<file path="src/rtl/atg_pkg.sv">
// constants, register map and types for the acquisition trigger and timing block
package atg_pkg;
  localparam int QDEPTH = 16;
  localparam int QAW = 4;
  localparam int SW = 16;
  localparam logic [4:0] QFULL = 5'h10;
  // register byte addresses
  localparam logic [7:0] A_CTRL = 8'h00;
  localparam logic [7:0] A_IN_CFG = 8'h04;
  localparam logic [7:0] A_IN_CNT = 8'h08;
  localparam logic [7:0] A_IN_TIM = 8'h0c;
  localparam logic [7:0] A_OUT_CFG = 8'h10;
  localparam logic [7:0] A_OUT_CNT = 8'h14;
  localparam logic [7:0] A_OUT_TIM = 8'h18;
  localparam logic [7:0] A_OUT_DATA = 8'h1c;
  localparam logic [7:0] A_ROUTE = 8'h20;
  localparam logic [7:0] A_STATUS = 8'h24;
  // command bits, write-one pulses
  localparam int C_IN_START = 0;
  localparam int C_IN_STOP = 1;
  localparam int C_IN_SWTRIG = 2;
  localparam int C_OUT_START = 3;
  localparam int C_OUT_STOP = 4;
  localparam int C_OUT_SWTRIG = 5;
  localparam int C_FLUSH = 6;
  // engine configuration fields
  localparam int F_USE_TRIG = 0;
  localparam int F_RETRIG = 1;
  localparam int F_CONT = 2;
  localparam int F_FALL = 3;
  localparam int F_SRC = 4;
  localparam int F_LINE = 8;
  localparam int IC_CONV_TB = 12;
  localparam int IC_NCONV = 16;
  localparam int OC_MODE = 12;
  localparam int T_DLY = 0;
  localparam int T_SDIV = 8;
  localparam int IT_CDIV = 16;
  localparam int RT_HOLD_EN = 0;
  localparam int RT_HOLD_LINE = 4;
  localparam int RT_HOLD_POL = 8;
  localparam int RT_IN_EN = 12;
  localparam int RT_IN_LINE = 16;
  localparam int RT_OUT_EN = 20;
  localparam int RT_OUT_LINE = 24;
  localparam int ST_IN_BUSY = 0;
  localparam int ST_OUT_BUSY = 1;
  localparam int ST_UNDER = 2;
  localparam int ST_REFUSED = 3;
  localparam int ST_LEVEL = 8;
  // reset values: input start delay 4 ticks, output start delay 2 ticks
  localparam logic [31:0] IN_CFG_RST = 32'h0001_0000;
  localparam logic [31:0] CNT_RST = 32'h0000_0001;
  localparam logic [31:0] IN_TIM_RST = 32'h0001_0104;
  localparam logic [31:0] OUT_CFG_RST = 32'h0000_0000;
  localparam logic [31:0] OUT_TIM_RST = 32'h0000_0102;
  localparam logic [31:0] ROUTE_RST = 32'h0000_0000;
  localparam logic [1:0] RESP_OKAY = 2'h0;
  localparam logic [1:0] RESP_SLVERR = 2'h2;
  // trigger source codes
  localparam logic [1:0] ISRC_IO = 2'h0;
  localparam logic [1:0] ISRC_CNT = 2'h1;
  localparam logic [2:0] OSRC_SW = 3'h0;
  localparam logic [2:0] OSRC_IO = 3'h1;
  localparam logic [2:0] OSRC_IN = 3'h2;
  localparam logic [2:0] OSRC_CNT = 3'h3;
  localparam logic [2:0] OSRC_CHG = 3'h4;
  localparam logic [2:0] OSRC_DI = 3'h5;
  localparam logic [2:0] OSRC_DO = 3'h6;
  typedef enum logic [1:0] {E_IDLE, E_WAIT, E_DELAY, E_RUN} atg_eng_t;
  typedef enum logic [1:0] {OM_SW, OM_REPEAT_BUFFER, OM_LOCAL_QUEUE_REPLAY, OM_NOREGEN} atg_omode_t;
endpackage

</file>
<file path="src/rtl/atg_top.sv">
// trigger and timing engine for acquisition and waveform generation
//
// The AXI4-Lite register port and the register addresses were left to the implementer.
`timescale 1ns/1ps
`default_nettype none
// Summary of operation
// - conversion timebase selectable, divided to conversion clock
// - conversion timebase never routed to terminals
// - one hold-done pulse per conversion start
// - hold-done pulse routable to any io line
// - hold-done polarity on the routed io line chosen by software
// - untriggered start by command; finite or continuous
// - retriggerable input gives full burst per trigger
// - input triggers ignored during burst
// - input trigger source and edge selectable
// - input start trigger drivable onto io line
// - software trigger starts pre-triggered input
// - software-timed output: one update per data write
// - output finite count or continuous until stop
// - repeat buffer replays, writes replace data
// - local queue replay refuses writes while running
// - non-repeating output flags underflow when empty
// - untriggered output starts by command
// - retriggerable output gives full burst per trigger
// - output triggers ignored during burst
// - output trigger source and edge selectable
// - output start trigger drivable onto io line
// - input start delay default four ticks
// - output start delay default two ticks
module atg_top import atg_pkg::*; (
  // clock, reset, enable
  input wire logic aclk,
  input wire logic aresetn,
  input wire logic ce,
  // axi4-lite slave
  input wire logic [7:0] s_axi_awaddr,
  input wire logic s_axi_awvalid,
  output logic s_axi_awready,
  input wire logic [31:0] s_axi_wdata,
  input wire logic [3:0] s_axi_wstrb,
  input wire logic s_axi_wvalid,
  output logic s_axi_wready,
  output logic [1:0] s_axi_bresp,
  output logic s_axi_bvalid,
  input wire logic s_axi_bready,
  input wire logic [7:0] s_axi_araddr,
  input wire logic s_axi_arvalid,
  output logic s_axi_arready,
  output logic [31:0] s_axi_rdata,
  output logic [1:0] s_axi_rresp,
  output logic s_axi_rvalid,
  input wire logic s_axi_rready,
  // io terminals
  input wire logic [15:0] general_io_lines_in,
  output logic [15:0] general_io_lines_out,
  output logic [15:0] general_io_lines_oe,
  // internal trigger sources
  input wire logic counter_out,
  input wire logic change_detect,
  input wire logic digital_in_start_trigger,
  input wire logic digital_out_start_trigger,
  // timebase ticks, one-cycle pulses
  input wire logic sample_tb_tick,
  input wire logic hf_tb_tick,
  input wire logic out_tb_tick,
  // timing outputs
  output logic in_sample_clk,
  output logic conv_clk,
  output logic hold_done_pulse,
  output logic input_start_trigger,
  output logic output_start_trigger,
  output logic out_sample_clk,
  output logic dac_update,
  output logic [SW-1:0] dac_data
);
  typedef struct packed {
    logic aw_got;
    logic w_got;
    logic [7:0] awaddr;
    logic [31:0] wdata;
    logic [3:0] wstrb;
    logic bvalid;
    logic [1:0] bresp;
    logic rvalid;
    logic [1:0] rresp;
    logic [31:0] rdata;
    logic [31:0] in_cfg;
    logic [31:0] in_cnt;
    logic [31:0] in_tim;
    logic [31:0] out_cfg;
    logic [31:0] out_cnt;
    logic [31:0] out_tim;
    logic [31:0] route;
    logic [15:0] io_q1;
    logic [15:0] io_q2;
    logic [15:0] io_q3;
    logic [15:0] io_st;
    logic [15:0] io_prev;
    logic [3:0] ext_prev;
    atg_eng_t in_st;
    logic [7:0] in_div;
    logic [15:0] in_done;
    logic in_last;
    logic [3:0] conv_left;
    logic [7:0] conv_div;
    atg_eng_t out_st;
    logic [7:0] out_div;
    logic [15:0] out_done;
    logic [QDEPTH-1:0][SW-1:0] mem;
    logic [QAW-1:0] wr_ptr;
    logic [QAW-1:0] rd_ptr;
    logic [4:0] level;
    logic underflow;
    logic refused;
    logic in_smp;
    logic conv;
    logic in_trig;
    logic out_trig;
    logic out_smp;
    logic dac_upd;
    logic [SW-1:0] dac_data;
    logic [15:0] io_out;
    logic [15:0] io_oe;
  } atg_state_t;

  atg_state_t s;
  atg_state_t n;
  atg_state_t rst_val;
  logic wr_do;
  logic wr_data;
  logic wr_stat;
  logic [7:0] cmd;
  logic [31:0] rd_val;
  logic rd_ok;
  logic in_now;
  logic in_was;
  logic in_trig_ev;
  logic in_accept;
  logic in_smp_go;
  logic conv_tick;
  logic out_now;
  logic out_was;
  logic out_trig_ev;
  logic out_accept;
  logic out_smp_go;
  logic out_end;
  logic o_push;
  logic o_pop;
  logic o_keep;
  atg_omode_t omode;
  logic [7:0] in_sdiv_m1;
  logic [7:0] out_sdiv_m1;
  logic [3:0] ext_now;

  function automatic logic [31:0] merge(input logic [31:0] old, input logic [31:0] d, input logic [3:0] st);
    logic [31:0] r;
    r = old;
    for (int b = 0; b < 4; b++) begin
      if (st[b]) begin
        r[b*8 +: 8] = d[b*8 +: 8];
      end
    end
    return r;
  endfunction

  always_comb begin
    rst_val = '0;
    rst_val.in_cfg = IN_CFG_RST;
    rst_val.in_cnt = CNT_RST;
    rst_val.in_tim = IN_TIM_RST;
    rst_val.out_cfg = OUT_CFG_RST;
    rst_val.out_cnt = CNT_RST;
    rst_val.out_tim = OUT_TIM_RST;
    rst_val.route = ROUTE_RST;
    rst_val.in_st = E_IDLE;
    rst_val.out_st = E_IDLE;
  end

  // readies gated by ce so a frozen block never completes a handshake
  assign s_axi_awready = ce & ~s.aw_got;
  assign s_axi_wready = ce & ~s.w_got;
  assign s_axi_bvalid = ce & s.bvalid;
  assign s_axi_bresp = s.bresp;
  assign s_axi_arready = ce & ~s.rvalid;
  assign s_axi_rvalid = ce & s.rvalid;
  assign s_axi_rdata = s.rdata;
  assign s_axi_rresp = s.rresp;
  assign wr_do = s.aw_got & s.w_got & ~s.bvalid;
  assign wr_data = wr_do && (s.awaddr == A_OUT_DATA);
  assign wr_stat = wr_do && (s.awaddr == A_STATUS) && s.wstrb[0];
  assign cmd = (wr_do && (s.awaddr == A_CTRL) && s.wstrb[0]) ? s.wdata[7:0] : 8'h00;
  assign omode = atg_omode_t'(s.out_cfg[OC_MODE +: 2]);
  assign in_sdiv_m1 = (s.in_tim[T_SDIV +: 8] == 8'h00) ? 8'h00 : s.in_tim[T_SDIV +: 8] - 8'h01;
  assign out_sdiv_m1 = (s.out_tim[T_SDIV +: 8] == 8'h00) ? 8'h00 : s.out_tim[T_SDIV +: 8] - 8'h01;
  assign ext_now = {digital_out_start_trigger, digital_in_start_trigger, change_detect, counter_out};

  // trigger source selection; other input sources leave only the software pulse, other output sources the software pulse at OSRC_SW, the input trigger at OSRC_IN
  always_comb begin
    in_now = 1'b0;
    in_was = 1'b0;
    unique case (s.in_cfg[F_SRC +: 2])
      ISRC_IO: begin
        in_now = s.io_st[s.in_cfg[F_LINE +: 4]];
        in_was = s.io_prev[s.in_cfg[F_LINE +: 4]];
      end
      ISRC_CNT: begin
        in_now = ext_now[0];
        in_was = s.ext_prev[0];
      end
      default: begin
        in_now = 1'b0;
        in_was = 1'b0;
      end
    endcase
    out_now = 1'b0;
    out_was = 1'b0;
    unique case (s.out_cfg[F_SRC +: 3])
      OSRC_IO: begin
        out_now = s.io_st[s.out_cfg[F_LINE +: 4]];
        out_was = s.io_prev[s.out_cfg[F_LINE +: 4]];
      end
      OSRC_CNT, OSRC_CHG, OSRC_DI, OSRC_DO: begin
        out_now = ext_now[s.out_cfg[F_SRC +: 2] - 2'h3];
        out_was = s.ext_prev[s.out_cfg[F_SRC +: 2] - 2'h3];
      end
      default: begin
        out_now = 1'b0;
        out_was = 1'b0;
      end
    endcase
  end

  // edge picked from the agreed value on io lines, from the raw input on internal sources, so one pulse per edge
  assign in_trig_ev = (s.in_cfg[F_FALL] ? (in_was & ~in_now) : (in_now & ~in_was)) | cmd[C_IN_SWTRIG];
  assign out_trig_ev = (s.out_cfg[F_FALL] ? (out_was & ~out_now) : (out_now & ~out_was))
    | (s.out_cfg[F_SRC +: 3] == OSRC_SW && cmd[C_OUT_SWTRIG])
    | (s.out_cfg[F_SRC +: 3] == OSRC_IN && s.in_trig);
  assign in_accept = (s.in_st == E_IDLE && cmd[C_IN_START] && !s.in_cfg[F_USE_TRIG])
    || (s.in_st == E_WAIT && in_trig_ev);
  assign out_accept = omode != OM_SW && ((s.out_st == E_IDLE && cmd[C_OUT_START] && !s.out_cfg[F_USE_TRIG])
    || (s.out_st == E_WAIT && out_trig_ev));
  assign in_smp_go = sample_tb_tick && ((s.in_st == E_DELAY && s.in_div <= 8'h01)
    || (s.in_st == E_RUN && s.in_div == 8'h00 && !s.in_last));
  assign out_smp_go = out_tb_tick && ((s.out_st == E_DELAY && s.out_div <= 8'h01)
    || (s.out_st == E_RUN && s.out_div == 8'h00));
  assign out_end = out_smp_go && !s.out_cfg[F_CONT] && (s.out_done + 16'h0001 >= s.out_cnt[15:0]);
  assign conv_tick = s.in_cfg[IC_CONV_TB] ? hf_tb_tick : sample_tb_tick;
  assign o_push = wr_data && (omode == OM_REPEAT_BUFFER
    || (omode == OM_LOCAL_QUEUE_REPLAY && s.out_st == E_IDLE && s.level != QFULL)
    || (omode == OM_NOREGEN && s.level != QFULL));
  assign o_keep = omode == OM_REPEAT_BUFFER && s.level == QFULL;
  assign o_pop = out_smp_go && omode == OM_NOREGEN && s.level != 5'h00;

  always_comb begin
    rd_ok = 1'b1;
    unique case (s_axi_araddr)
      A_CTRL: rd_val = 32'h0000_0000;
      A_IN_CFG: rd_val = s.in_cfg;
      A_IN_CNT: rd_val = s.in_cnt;
      A_IN_TIM: rd_val = s.in_tim;
      A_OUT_CFG: rd_val = s.out_cfg;
      A_OUT_CNT: rd_val = s.out_cnt;
      A_OUT_TIM: rd_val = s.out_tim;
      A_OUT_DATA: rd_val = {16'h0000, s.dac_data};
      A_ROUTE: rd_val = s.route;
      A_STATUS: begin
        rd_val = 32'h0000_0000;
        rd_val[ST_IN_BUSY] = s.in_st != E_IDLE;
        rd_val[ST_OUT_BUSY] = s.out_st != E_IDLE;
        rd_val[ST_UNDER] = s.underflow;
        rd_val[ST_REFUSED] = s.refused;
        rd_val[ST_LEVEL +: 5] = s.level;
      end
      default: begin
        rd_val = 32'h0000_0000;
        rd_ok = 1'b0;
      end
    endcase
  end

  always_comb begin
    n = s;
    n.in_smp = 1'b0;
    n.conv = 1'b0;
    n.in_trig = 1'b0;
    n.out_trig = 1'b0;
    n.out_smp = 1'b0;
    n.dac_upd = 1'b0;
    // three-stage synchroniser, value taken once stages two and three agree
    n.io_q1 = general_io_lines_in;
    n.io_q2 = s.io_q1;
    n.io_q3 = s.io_q2;
    n.io_st = (s.io_q2 & s.io_q3) | (s.io_st & (s.io_q2 | s.io_q3));
    n.io_prev = s.io_st;
    n.ext_prev = ext_now;
    if (s_axi_awvalid && s_axi_awready) begin
      n.aw_got = 1'b1;
      n.awaddr = s_axi_awaddr;
    end
    if (s_axi_wvalid && s_axi_wready) begin
      n.w_got = 1'b1;
      n.wdata = s_axi_wdata;
      n.wstrb = s_axi_wstrb;
    end
    if (s.bvalid && s_axi_bready) begin
      n.bvalid = 1'b0;
    end
    if (s.rvalid && s_axi_rready) begin
      n.rvalid = 1'b0;
    end
    if (s_axi_arvalid && s_axi_arready) begin
      n.rvalid = 1'b1;
      n.rdata = rd_val;
      n.rresp = rd_ok ? RESP_OKAY : RESP_SLVERR;
    end
    if (wr_do) begin
      n.aw_got = 1'b0;
      n.w_got = 1'b0;
      n.bvalid = 1'b1;
      n.bresp = RESP_OKAY;
      unique case (s.awaddr)
        A_IN_CFG: n.in_cfg = merge(s.in_cfg, s.wdata, s.wstrb);
        A_IN_CNT: n.in_cnt = merge(s.in_cnt, s.wdata, s.wstrb);
        A_IN_TIM: n.in_tim = merge(s.in_tim, s.wdata, s.wstrb);
        A_OUT_CFG: n.out_cfg = merge(s.out_cfg, s.wdata, s.wstrb);
        A_OUT_CNT: n.out_cnt = merge(s.out_cnt, s.wdata, s.wstrb);
        A_OUT_TIM: n.out_tim = merge(s.out_tim, s.wdata, s.wstrb);
        A_ROUTE: n.route = merge(s.route, s.wdata, s.wstrb);
        A_CTRL, A_OUT_DATA, A_STATUS: n.bresp = RESP_OKAY;
        default: n.bresp = RESP_SLVERR;
      endcase
    end
    // clear first so a same-cycle event still sets the flag
    if (wr_stat && s.wdata[ST_UNDER]) begin
      n.underflow = 1'b0;
    end
    if (wr_stat && s.wdata[ST_REFUSED]) begin
      n.refused = 1'b0;
    end

    // input engine
    if (s.in_st == E_RUN && s.conv_left != 4'h0 && conv_tick) begin
      if (s.conv_div == 8'h00) begin
        n.conv = 1'b1;
        n.conv_left = s.conv_left - 4'h1;
        n.conv_div = (s.in_tim[IT_CDIV +: 8] == 8'h00) ? 8'h00 : s.in_tim[IT_CDIV +: 8] - 8'h01;
      end else begin
        n.conv_div = s.conv_div - 8'h01;
      end
    end
    if (in_accept) begin
      n.in_st = E_DELAY;
      n.in_div = s.in_tim[T_DLY +: 8];
      n.in_done = 16'h0000;
      n.in_last = 1'b0;
      n.in_trig = 1'b1;
    end else if (s.in_st == E_IDLE && cmd[C_IN_START]) begin
      n.in_st = E_WAIT;
    end else if (in_smp_go) begin
      n.in_st = E_RUN;
      n.in_smp = 1'b1;
      n.in_div = in_sdiv_m1;
      n.conv_left = s.in_cfg[IC_NCONV +: 4];
      n.conv_div = 8'h00;
      n.in_done = s.in_done + 16'h0001;
      n.in_last = !s.in_cfg[F_CONT] && (s.in_done + 16'h0001 >= s.in_cnt[15:0]);
    end else if (s.in_st == E_RUN && s.in_last && s.conv_left == 4'h0) begin
      // whole burst done, rearm only when retriggerable
      n.in_st = (s.in_cfg[F_RETRIG] && s.in_cfg[F_USE_TRIG]) ? E_WAIT : E_IDLE;
    end else if (sample_tb_tick && (s.in_st == E_DELAY || s.in_st == E_RUN) && s.in_div != 8'h00) begin
      n.in_div = s.in_div - 8'h01;
    end
    if (cmd[C_IN_STOP]) begin
      n.in_st = E_IDLE;
      n.conv_left = 4'h0;
    end

    // output engine
    if (out_accept) begin
      n.out_st = E_DELAY;
      n.out_div = s.out_tim[T_DLY +: 8];
      n.out_done = 16'h0000;
      n.out_trig = 1'b1;
      if (omode != OM_NOREGEN) begin
        n.rd_ptr = '0;
      end
    end else if (s.out_st == E_IDLE && cmd[C_OUT_START] && omode != OM_SW) begin
      n.out_st = E_WAIT;
    end else if (out_smp_go) begin
      n.out_smp = 1'b1;
      n.out_div = out_sdiv_m1;
      n.out_done = s.out_done + 16'h0001;
      n.out_st = !out_end ? E_RUN : ((s.out_cfg[F_RETRIG] && s.out_cfg[F_USE_TRIG]) ? E_WAIT : E_IDLE);
    end else if (out_tb_tick && (s.out_st == E_DELAY || s.out_st == E_RUN) && s.out_div != 8'h00) begin
      n.out_div = s.out_div - 8'h01;
    end
    if (cmd[C_OUT_STOP]) begin
      n.out_st = E_IDLE;
    end

    // sample data path
    if (out_smp_go && s.level != 5'h00) begin
      n.dac_upd = 1'b1;
      n.dac_data = s.mem[s.rd_ptr];
      if (omode == OM_NOREGEN || {1'b0, s.rd_ptr} + 5'h01 != s.level) begin
        n.rd_ptr = s.rd_ptr + 4'h1;
      end else begin
        n.rd_ptr = '0;
      end
    end
    if (out_smp_go && omode == OM_NOREGEN && s.level == 5'h00) begin
      n.underflow = 1'b1;
    end
    if (wr_data && omode == OM_SW) begin
      n.dac_upd = 1'b1;
      n.dac_data = s.wdata[SW-1:0];
    end
    if (o_push) begin
      n.mem[s.wr_ptr] = s.wdata[SW-1:0];
      n.wr_ptr = s.wr_ptr + 4'h1;
    end
    if (wr_data && !o_push && omode != OM_SW) begin
      n.refused = 1'b1;
    end
    n.level = s.level + {4'h0, o_push && !o_keep} - {4'h0, o_pop};
    if (cmd[C_FLUSH]) begin
      n.wr_ptr = '0;
      n.rd_ptr = '0;
      n.level = 5'h00;
    end

    // terminal routing; the conversion timebase has no route at all
    for (int i = 0; i < 16; i++) begin
      n.io_oe[i] = (n.route[RT_HOLD_EN] && n.route[RT_HOLD_LINE +: 4] == i[3:0])
        || (n.route[RT_IN_EN] && n.route[RT_IN_LINE +: 4] == i[3:0])
        || (n.route[RT_OUT_EN] && n.route[RT_OUT_LINE +: 4] == i[3:0]);
      n.io_out[i] = ((n.route[RT_HOLD_EN] && n.route[RT_HOLD_LINE +: 4] == i[3:0])
          && (n.conv ^ n.route[RT_HOLD_POL]))
        || ((n.route[RT_IN_EN] && n.route[RT_IN_LINE +: 4] == i[3:0]) && n.in_trig)
        || ((n.route[RT_OUT_EN] && n.route[RT_OUT_LINE +: 4] == i[3:0]) && n.out_trig);
    end
  end

  always_ff @(posedge aclk) begin
    if (!aresetn) begin
      s <= rst_val;
    end else if (ce) begin
      s <= n;
    end
  end

  assign general_io_lines_out = s.io_out;
  assign general_io_lines_oe = s.io_oe;
  assign in_sample_clk = s.in_smp;
  assign conv_clk = s.conv;
  assign hold_done_pulse = s.conv;
  assign input_start_trigger = s.in_trig;
  assign output_start_trigger = s.out_trig;
  assign out_sample_clk = s.out_smp;
  assign dac_update = s.dac_upd;
  assign dac_data = s.dac_data;
endmodule
`default_nettype wire

</file>
<file path="config.mk">
export PLATFORM = sky130hd
export DESIGN_NAME = atg_top
export DESIGN_NICKNAME = d
export VERILOG_FILES = /design/src/rtl/atg_pkg.sv /design/src/rtl/atg_top.sv
export SDC_FILE = /design/constraint.sdc
export NUM_CORES = 2
export LEC_CHECK = 0
export BUFFER_PORTS_ARGS = -buffer_cell sky130_fd_sc_hd__buf_2
export CORE_UTILIZATION = 60
export CTS_BUF_LIST = sky130_fd_sc_hd__clkbuf_8
export CTS_CLUSTER_SIZE = 20
export DETAILED_ROUTE_END_ITERATION = 8
export GPL_TIMING_DRIVEN = 1
export PLACE_DENSITY = 0.82
export SETUP_SLACK_MARGIN = 0.4
export SLEW_MARGIN = 5
export SYNTH_ARGS = -nofsm -noshare
export SYNTH_HDL_FRONTEND = slang
export SYNTH_SLANG_ARGS = --single-unit
</file>
<file path="constraint.sdc">
create_clock -name aclk -period 5.2 [get_ports aclk]
set_clock_uncertainty 0.15 [all_clocks]
set_input_delay 1.3 -clock aclk [delete_from_list [all_inputs] [get_ports aclk]]
set_output_delay 1.3 -clock aclk [all_outputs]
set_load 0.02 [all_outputs]
</file>
== After elaboration in Yosys (flattened, before gate mapping) ==
Index checks and enable logic that the tools add are counted.

* Flip-flop bits (word level): 782
* Output and inout bits: 96

* $add $sub $neg: 15
* $lt $le $gt $ge: 10
* Equality and inequality tests: 86
* Muxes and demuxes: 92
* Bitwise operators: 27
* Reductions and logical operators: 324

{| class="wikitable"
|+ Operators with widths
! operator !! count
|-
| $pmux 32 s9 || 1
|-
| $bwmux 256 || 1
|-
| $logic_and 1x1->1 || 152
|-
| $reduce_and 4->1 || 29
|-
| $eq 4x4->1 const B || 24
|-
| $mux 8 || 11
|-
| $logic_or 1x1->1 || 73
|-
| $bmux 16 s4 || 1
|-
| $demux 16 s4 || 1
|-
| $eq 8x5->1 const B || 8
|-
| $logic_not 8->1 || 8
|-
| $mux 28 || 2
|-
| $eq 4x3->1 const B || 12
|-
| $mux 16 || 3
|-
| $sub 8x1->8 const B || 6
|-
| $mux 37 || 1
|-
| $mux 35 || 1
|-
| $mux 17 || 2
|-
| $add 16x1->16 const B || 2
|-
| $and 16x16->16 || 2
|-
| $eq 8x4->1 const B || 4
|-
| $eq 8x6->1 const B || 4
|-
| $ge 16x16->1 || 2
|-
| $mux 4 || 8
|-
| 56 further kinds || 196
|}

== Depth between registers and ports, before layout ==
* Depth after elaboration: 15
* Mapped depth: 19
* Depth with buffers taken out: 18

== Least setup slack after synthesis ==
OpenSTA, ideal clock, no wires.

* Kind: input to output
* Start point: input ce
* End point: output s_axi_bvalid
* Data arrival time: 2.907 ns
* Required time: 3.750 ns
* Setup slack: 0.843 ns
* Stages on the path: 6
* Path through: clkbuf_1 -> clkbuf_1 -> clkbuf_1 -> buf_1 -> clkbuf_1 -> and2_1

* Cells in the longest elaborated chain, start to end: 1

{| class="wikitable"
|+ Ends and longest elaborated chain
! what !! line !! source
|-
| from (decl) || atg_top.sv:34 || <nowiki>input wire logic ce,</nowiki>
|-
| $and 1x1->1 || atg_top.sv:182 || <nowiki>assign s_axi_bvalid = ce & s.bvalid;</nowiki>
|-
| to (decl) || atg_top.sv:44 || <nowiki>output logic s_axi_bvalid,</nowiki>
|}

Every way passes these cells.

== Worst setup path in the final report ==
* Start point: register s[325] (netlist bit)
* End point: register s[349] (netlist bit)

* Cells in the longest elaborated chain, start to end: 8

{| class="wikitable"
|+ Ends and longest elaborated chain
! what !! line !! source
|-
| from (decl) || atg_top.sv:126 || <nowiki>atg_state_t s;</nowiki>
|-
| from (signal assigned) || atg_top.sv:446 || <nowiki>s <= rst_val;</nowiki>
|-
| from (signal assigned) || atg_top.sv:448 || <nowiki>s <= n;</nowiki>
|-
| $add 16x1->16 || atg_top.sv:246 || <nowiki>assign out_end = out_smp_go && !s.out_cfg[F_CONT] && (s.out_done + 16'h0001 >= s.out_cnt[15:0]);</nowiki>
|-
| $ge 16x16->1 || atg_top.sv:246 ||
|-
| $logic_and 1x1->1 || atg_top.sv:246 ||
|-
| $mux 2 || atg_top.sv:393 || <nowiki>n.out_st = !out_end ? E_RUN : ((s.out_cfg[F_RETRIG] && s.out_cfg[F_USE_TRIG]) ? E_WAIT : E_IDLE);</nowiki>
|-
| $mux 2 || atg_top.sv:389 || <nowiki>end else if (out_smp_go) begin</nowiki>
|-
| $mux 2 || atg_top.sv:387 || <nowiki>end else if (s.out_st == E_IDLE && cmd[C_OUT_START] && omode != OM_SW) begin</nowiki>
|-
| $mux 26 || atg_top.sv:379 || <nowiki>if (out_accept) begin</nowiki>
|-
| $mux 2 || atg_top.sv:397 || <nowiki>if (cmd[C_OUT_STOP]) begin</nowiki>
|}

Every way passes these cells. The select of a mux whose other input is x is not followed.
A chain may end at the register's enable or synchronous reset.

==> results.json <==
{
  "outcome": "complete, but fails checks",
  "failed_checks": "DRC",
  "cp_max_fo": 6,
  "clockRootBuffer": "clkbuf_8",
  "max_freq_mhz": 251,
  "num_io_pins": 179,
  "max_slew_margin_pct": 11.1,
  "htree_levels": 3,
  "path_cells": "ha_1, and3_1, and3_1, and3_1, nand3_1, or2_2, nor2_1, xor2_1, ha_1, nand2_1, nor3_1, o2bb2ai_1, a31o_2, a21boi_0, o21ai_0, a22oi_1, nor2_1",
  "seq_area_frac_synth_pct": 42.1,
  "syn_area_mm2": 0.0371,
  "path_clk_slew_ns": 0.07,
  "die_y_um": 251,
  "post_cts_buffers": 0,
  "clockBufferDepth": 3,
  "crit_buf_inv": 0,
  "grt_pass1_vias": 30200,
  "cts_tree": "done",
  "p_comb_share_pct": 4.5,
  "core-area_mm2": 0.0607,
  "yosysWarnings": 0,
  "grt_start_max_net_pins": 148,
  "layout-drive-gt1-share_pct": 13.1,
  "areaGrowthSynthToFinish_pct": 8.15,
  "nets": 4239,
  "synth_edf_count": 0,
  "final_util_pct": 66.1,
  "final_common_cell": "dfxtp_1",
  "slew_viol_final": 0,
  "final-setup-viol-count": 0,
  "yosys.area.top_type": "dfxtp_1",
  "drc": 2,
  "numClockSinks": 780,
  "hold_viol_final": 0,
  "min_period_ns": 3.99,
  "grt_usage_pct": 32.8,
  "drv_cap": 0,
  "yosysTopAreaCellShare_pct": 42.1,
  "fin_crit_sh_pct": 76.7,
  "start_util_pct": 61.1,
  "vias": 31400,
  "wirelength_mm": 105,
  "p_sw_share_pct": 24.5,
  "final_antenna_net_count": 0,
  "hpwlAfterDp_mm": 69.9,
  "grt_overflow_total": 0,
  "min_path_type": "register to register",
  "synth_seq_cells": 780,
  "power_switching_mw": 2.87,
  "num_rows": 90,
  "tightest_slew_ns": 1.33,
  "cp_num_cells": 17,
  "dieArea_mm2": 0.0628,
  "rsz0062_at_grt": "no",
  "power_density_mw_per_mm2": 292,
  "path_common_cell": "and3_1",
  "synth_ff_type": "dfxtp_1",
  "max_stage_delay_ns": 0.42,
  "postCtsHoldBufs": 0,
  "portBuffers": 176,
  "crit_required_ns": 5.67,
  "clock_latency_ns": 0.77,
  "cts_resized": 0,
  "cp-end-kind": "register",
  "ir_drop_v": 0.000285,
  "post_drt_wl_per_cell_um": 21.2,
  "grt_pass1_wl_mm": 165,
  "gp_congestion": 0.938,
  "p_leak_nw": 17.2,
  "yosysUniqueCellTypes": 85,
  "cp_slowest_cell": "dfxtp_1",
  "cp.arrival_ns": 4.46,
  "drt_iter0_drc": 3219,
  "cts_buffers": 121,
  "firstDrtPassIters": 9,
  "fin_tns_setup_ns": 0,
  "die_w_um": 251,
  "layout_common_cells": "dfxtp_1 (778), nor2_1 (638), mux2i_1 (525), nand2_1 (386), a21oi_1 (294)",
  "netlist_top_cells_area": "dfxtp_1 (42%), mux2i_1 (14%), nor2_1 (6.5%), mux4_2 (5.6%), a21oi_1 (4.0%)",
  "crit_family": "simple AND/OR/NAND/NOR gates",
  "viasPerCell": 6.31,
  "avgSynthCellArea_um2": 9.00,
  "critPathKind": "register to register",
  "antenna_found_initial": 3,
  "final_cells": 4970,
  "reg2reg_depth": 17,
  "synthArstFlopShare_pct": 0,
  "seq_power_share_pct": 52.3,
  "p_int_mw": 8.84,
  "holdPathStages": 2,
  "dp_cells": 4753,
  "finalPower_mw": 11.7,
  "crit_path_start_kind": "register",
  "clkPwrFrac_pct": 43.2,
  "synthCells": 4119
}
metal layers:
metal	vias to the layer above	routed length, um	GRT usage [%]
met5	-	0	0
met4	0	6370	19.4
met3	388	9380	6.97
met2	1629	48100	52.8
met1	15000	41400	40.7
li1	14400	-	-
power by group through the flow:
stage          clock network [mW]  logic, mW  registers (mW)
3_5_place_dp                    0      0.513            6.25
3_3_place_gp                    0      0.508            6.25
4_1_cts                      5.09      0.515            6.12
6_report                     5.06      0.526            6.12
2_1_floorplan                   0      0.399            6.19
5_1_grt                      5.39      0.560            6.13
layout make-up:
cell class,instances,area (um^2)
flip-flops and latches,780,15600
repair buffers,249,1490
clock inverters,63,307
fillers,4690,20600
well taps,782,978
inverters,70,270
clock buffers,151,2080
diodes,3,7.51
multi-input cells,2872,19300
registers in the layout (all words and copies together) (netlist names):
signal,cells
out_sample_clk,1
s,642
s_axi_bresp,1
conv_clk,1
in_sample_clk,1
output_start_trigger,1
omode,2
general_io_lines_out,16
input_start_trigger,1
n,48
dac_update,1
s_axi_rdata,32
dac_data,16
general_io_lines_oe,16
s_axi_rresp,1
through the flow:
stage / hold WS [ns] / area [um^2] / worst slack, ns
detailed placement: 0.295 / 37700 / 1.02
CTS: 0.299 / 40100 / 1.35
global placement: 0.289 / 37700 / 1.04
global route: 0.317 / 40100 / 0.955
floorplan: 0.282 / 37100 / 0.843
finish: 0.275 / 40100 / 1.21
logic make-up after synthesis:
| group | after synthesis | synth area share [%] |
|---|---|---|
| buf+inv | 468 | 5.81 |
| simple gates | 1338 | 15.5 |
| xor+xnor | 60 | 1.42 |
| mux | 628 | 20.2 |
| compound gates | 782 | 12.9 |
| fa+ha+maj | 62 | 2.11 |
| other cells | 1 | 0.0101 |
| flops | 780 | 42.1 |
cells in the mapped netlist (all sizes together) (16+ instances only):
master	count
clkbuf	240
a221oi	46
dfxtp	780
nand2	386
nor2	639
buf	158
nand3	107
nor3	49
o22ai	30
and3	29
a21oi	294
o21ai	205
xnor2	27
mux4	94
a22o	16
xor2	33
ha	61
a21o	27
mux2i	525
and2	18
nand4	19
a31oi	43
o31a	18
a222oi	16
inv	69
worst min-delay path: stages, from the launching register on:
cell	delay, ns
dfxtp_1	0.31
nand2_1	0.05
a21oi_1	0.05
final timing paths:
check | to | slack [ns] | start
worst max-delay path | s[349]$_SDFFE_PN0P_ | 1.21 | s[325]$_SDFFE_PN0P_
worst min-delay path | n[400]$_SDFFE_PN0P_ | 0.27 | s[432]$_SDFFE_PN0P_
worst max register to register | s[349]$_SDFFE_PN0P_ | 1.21 | s[325]$_SDFFE_PN0P_
worst min register to register | n[400]$_SDFFE_PN0P_ | 0.27 | s[432]$_SDFFE_PN0P_
Note: power is estimated with default switching activity, not from simulation.
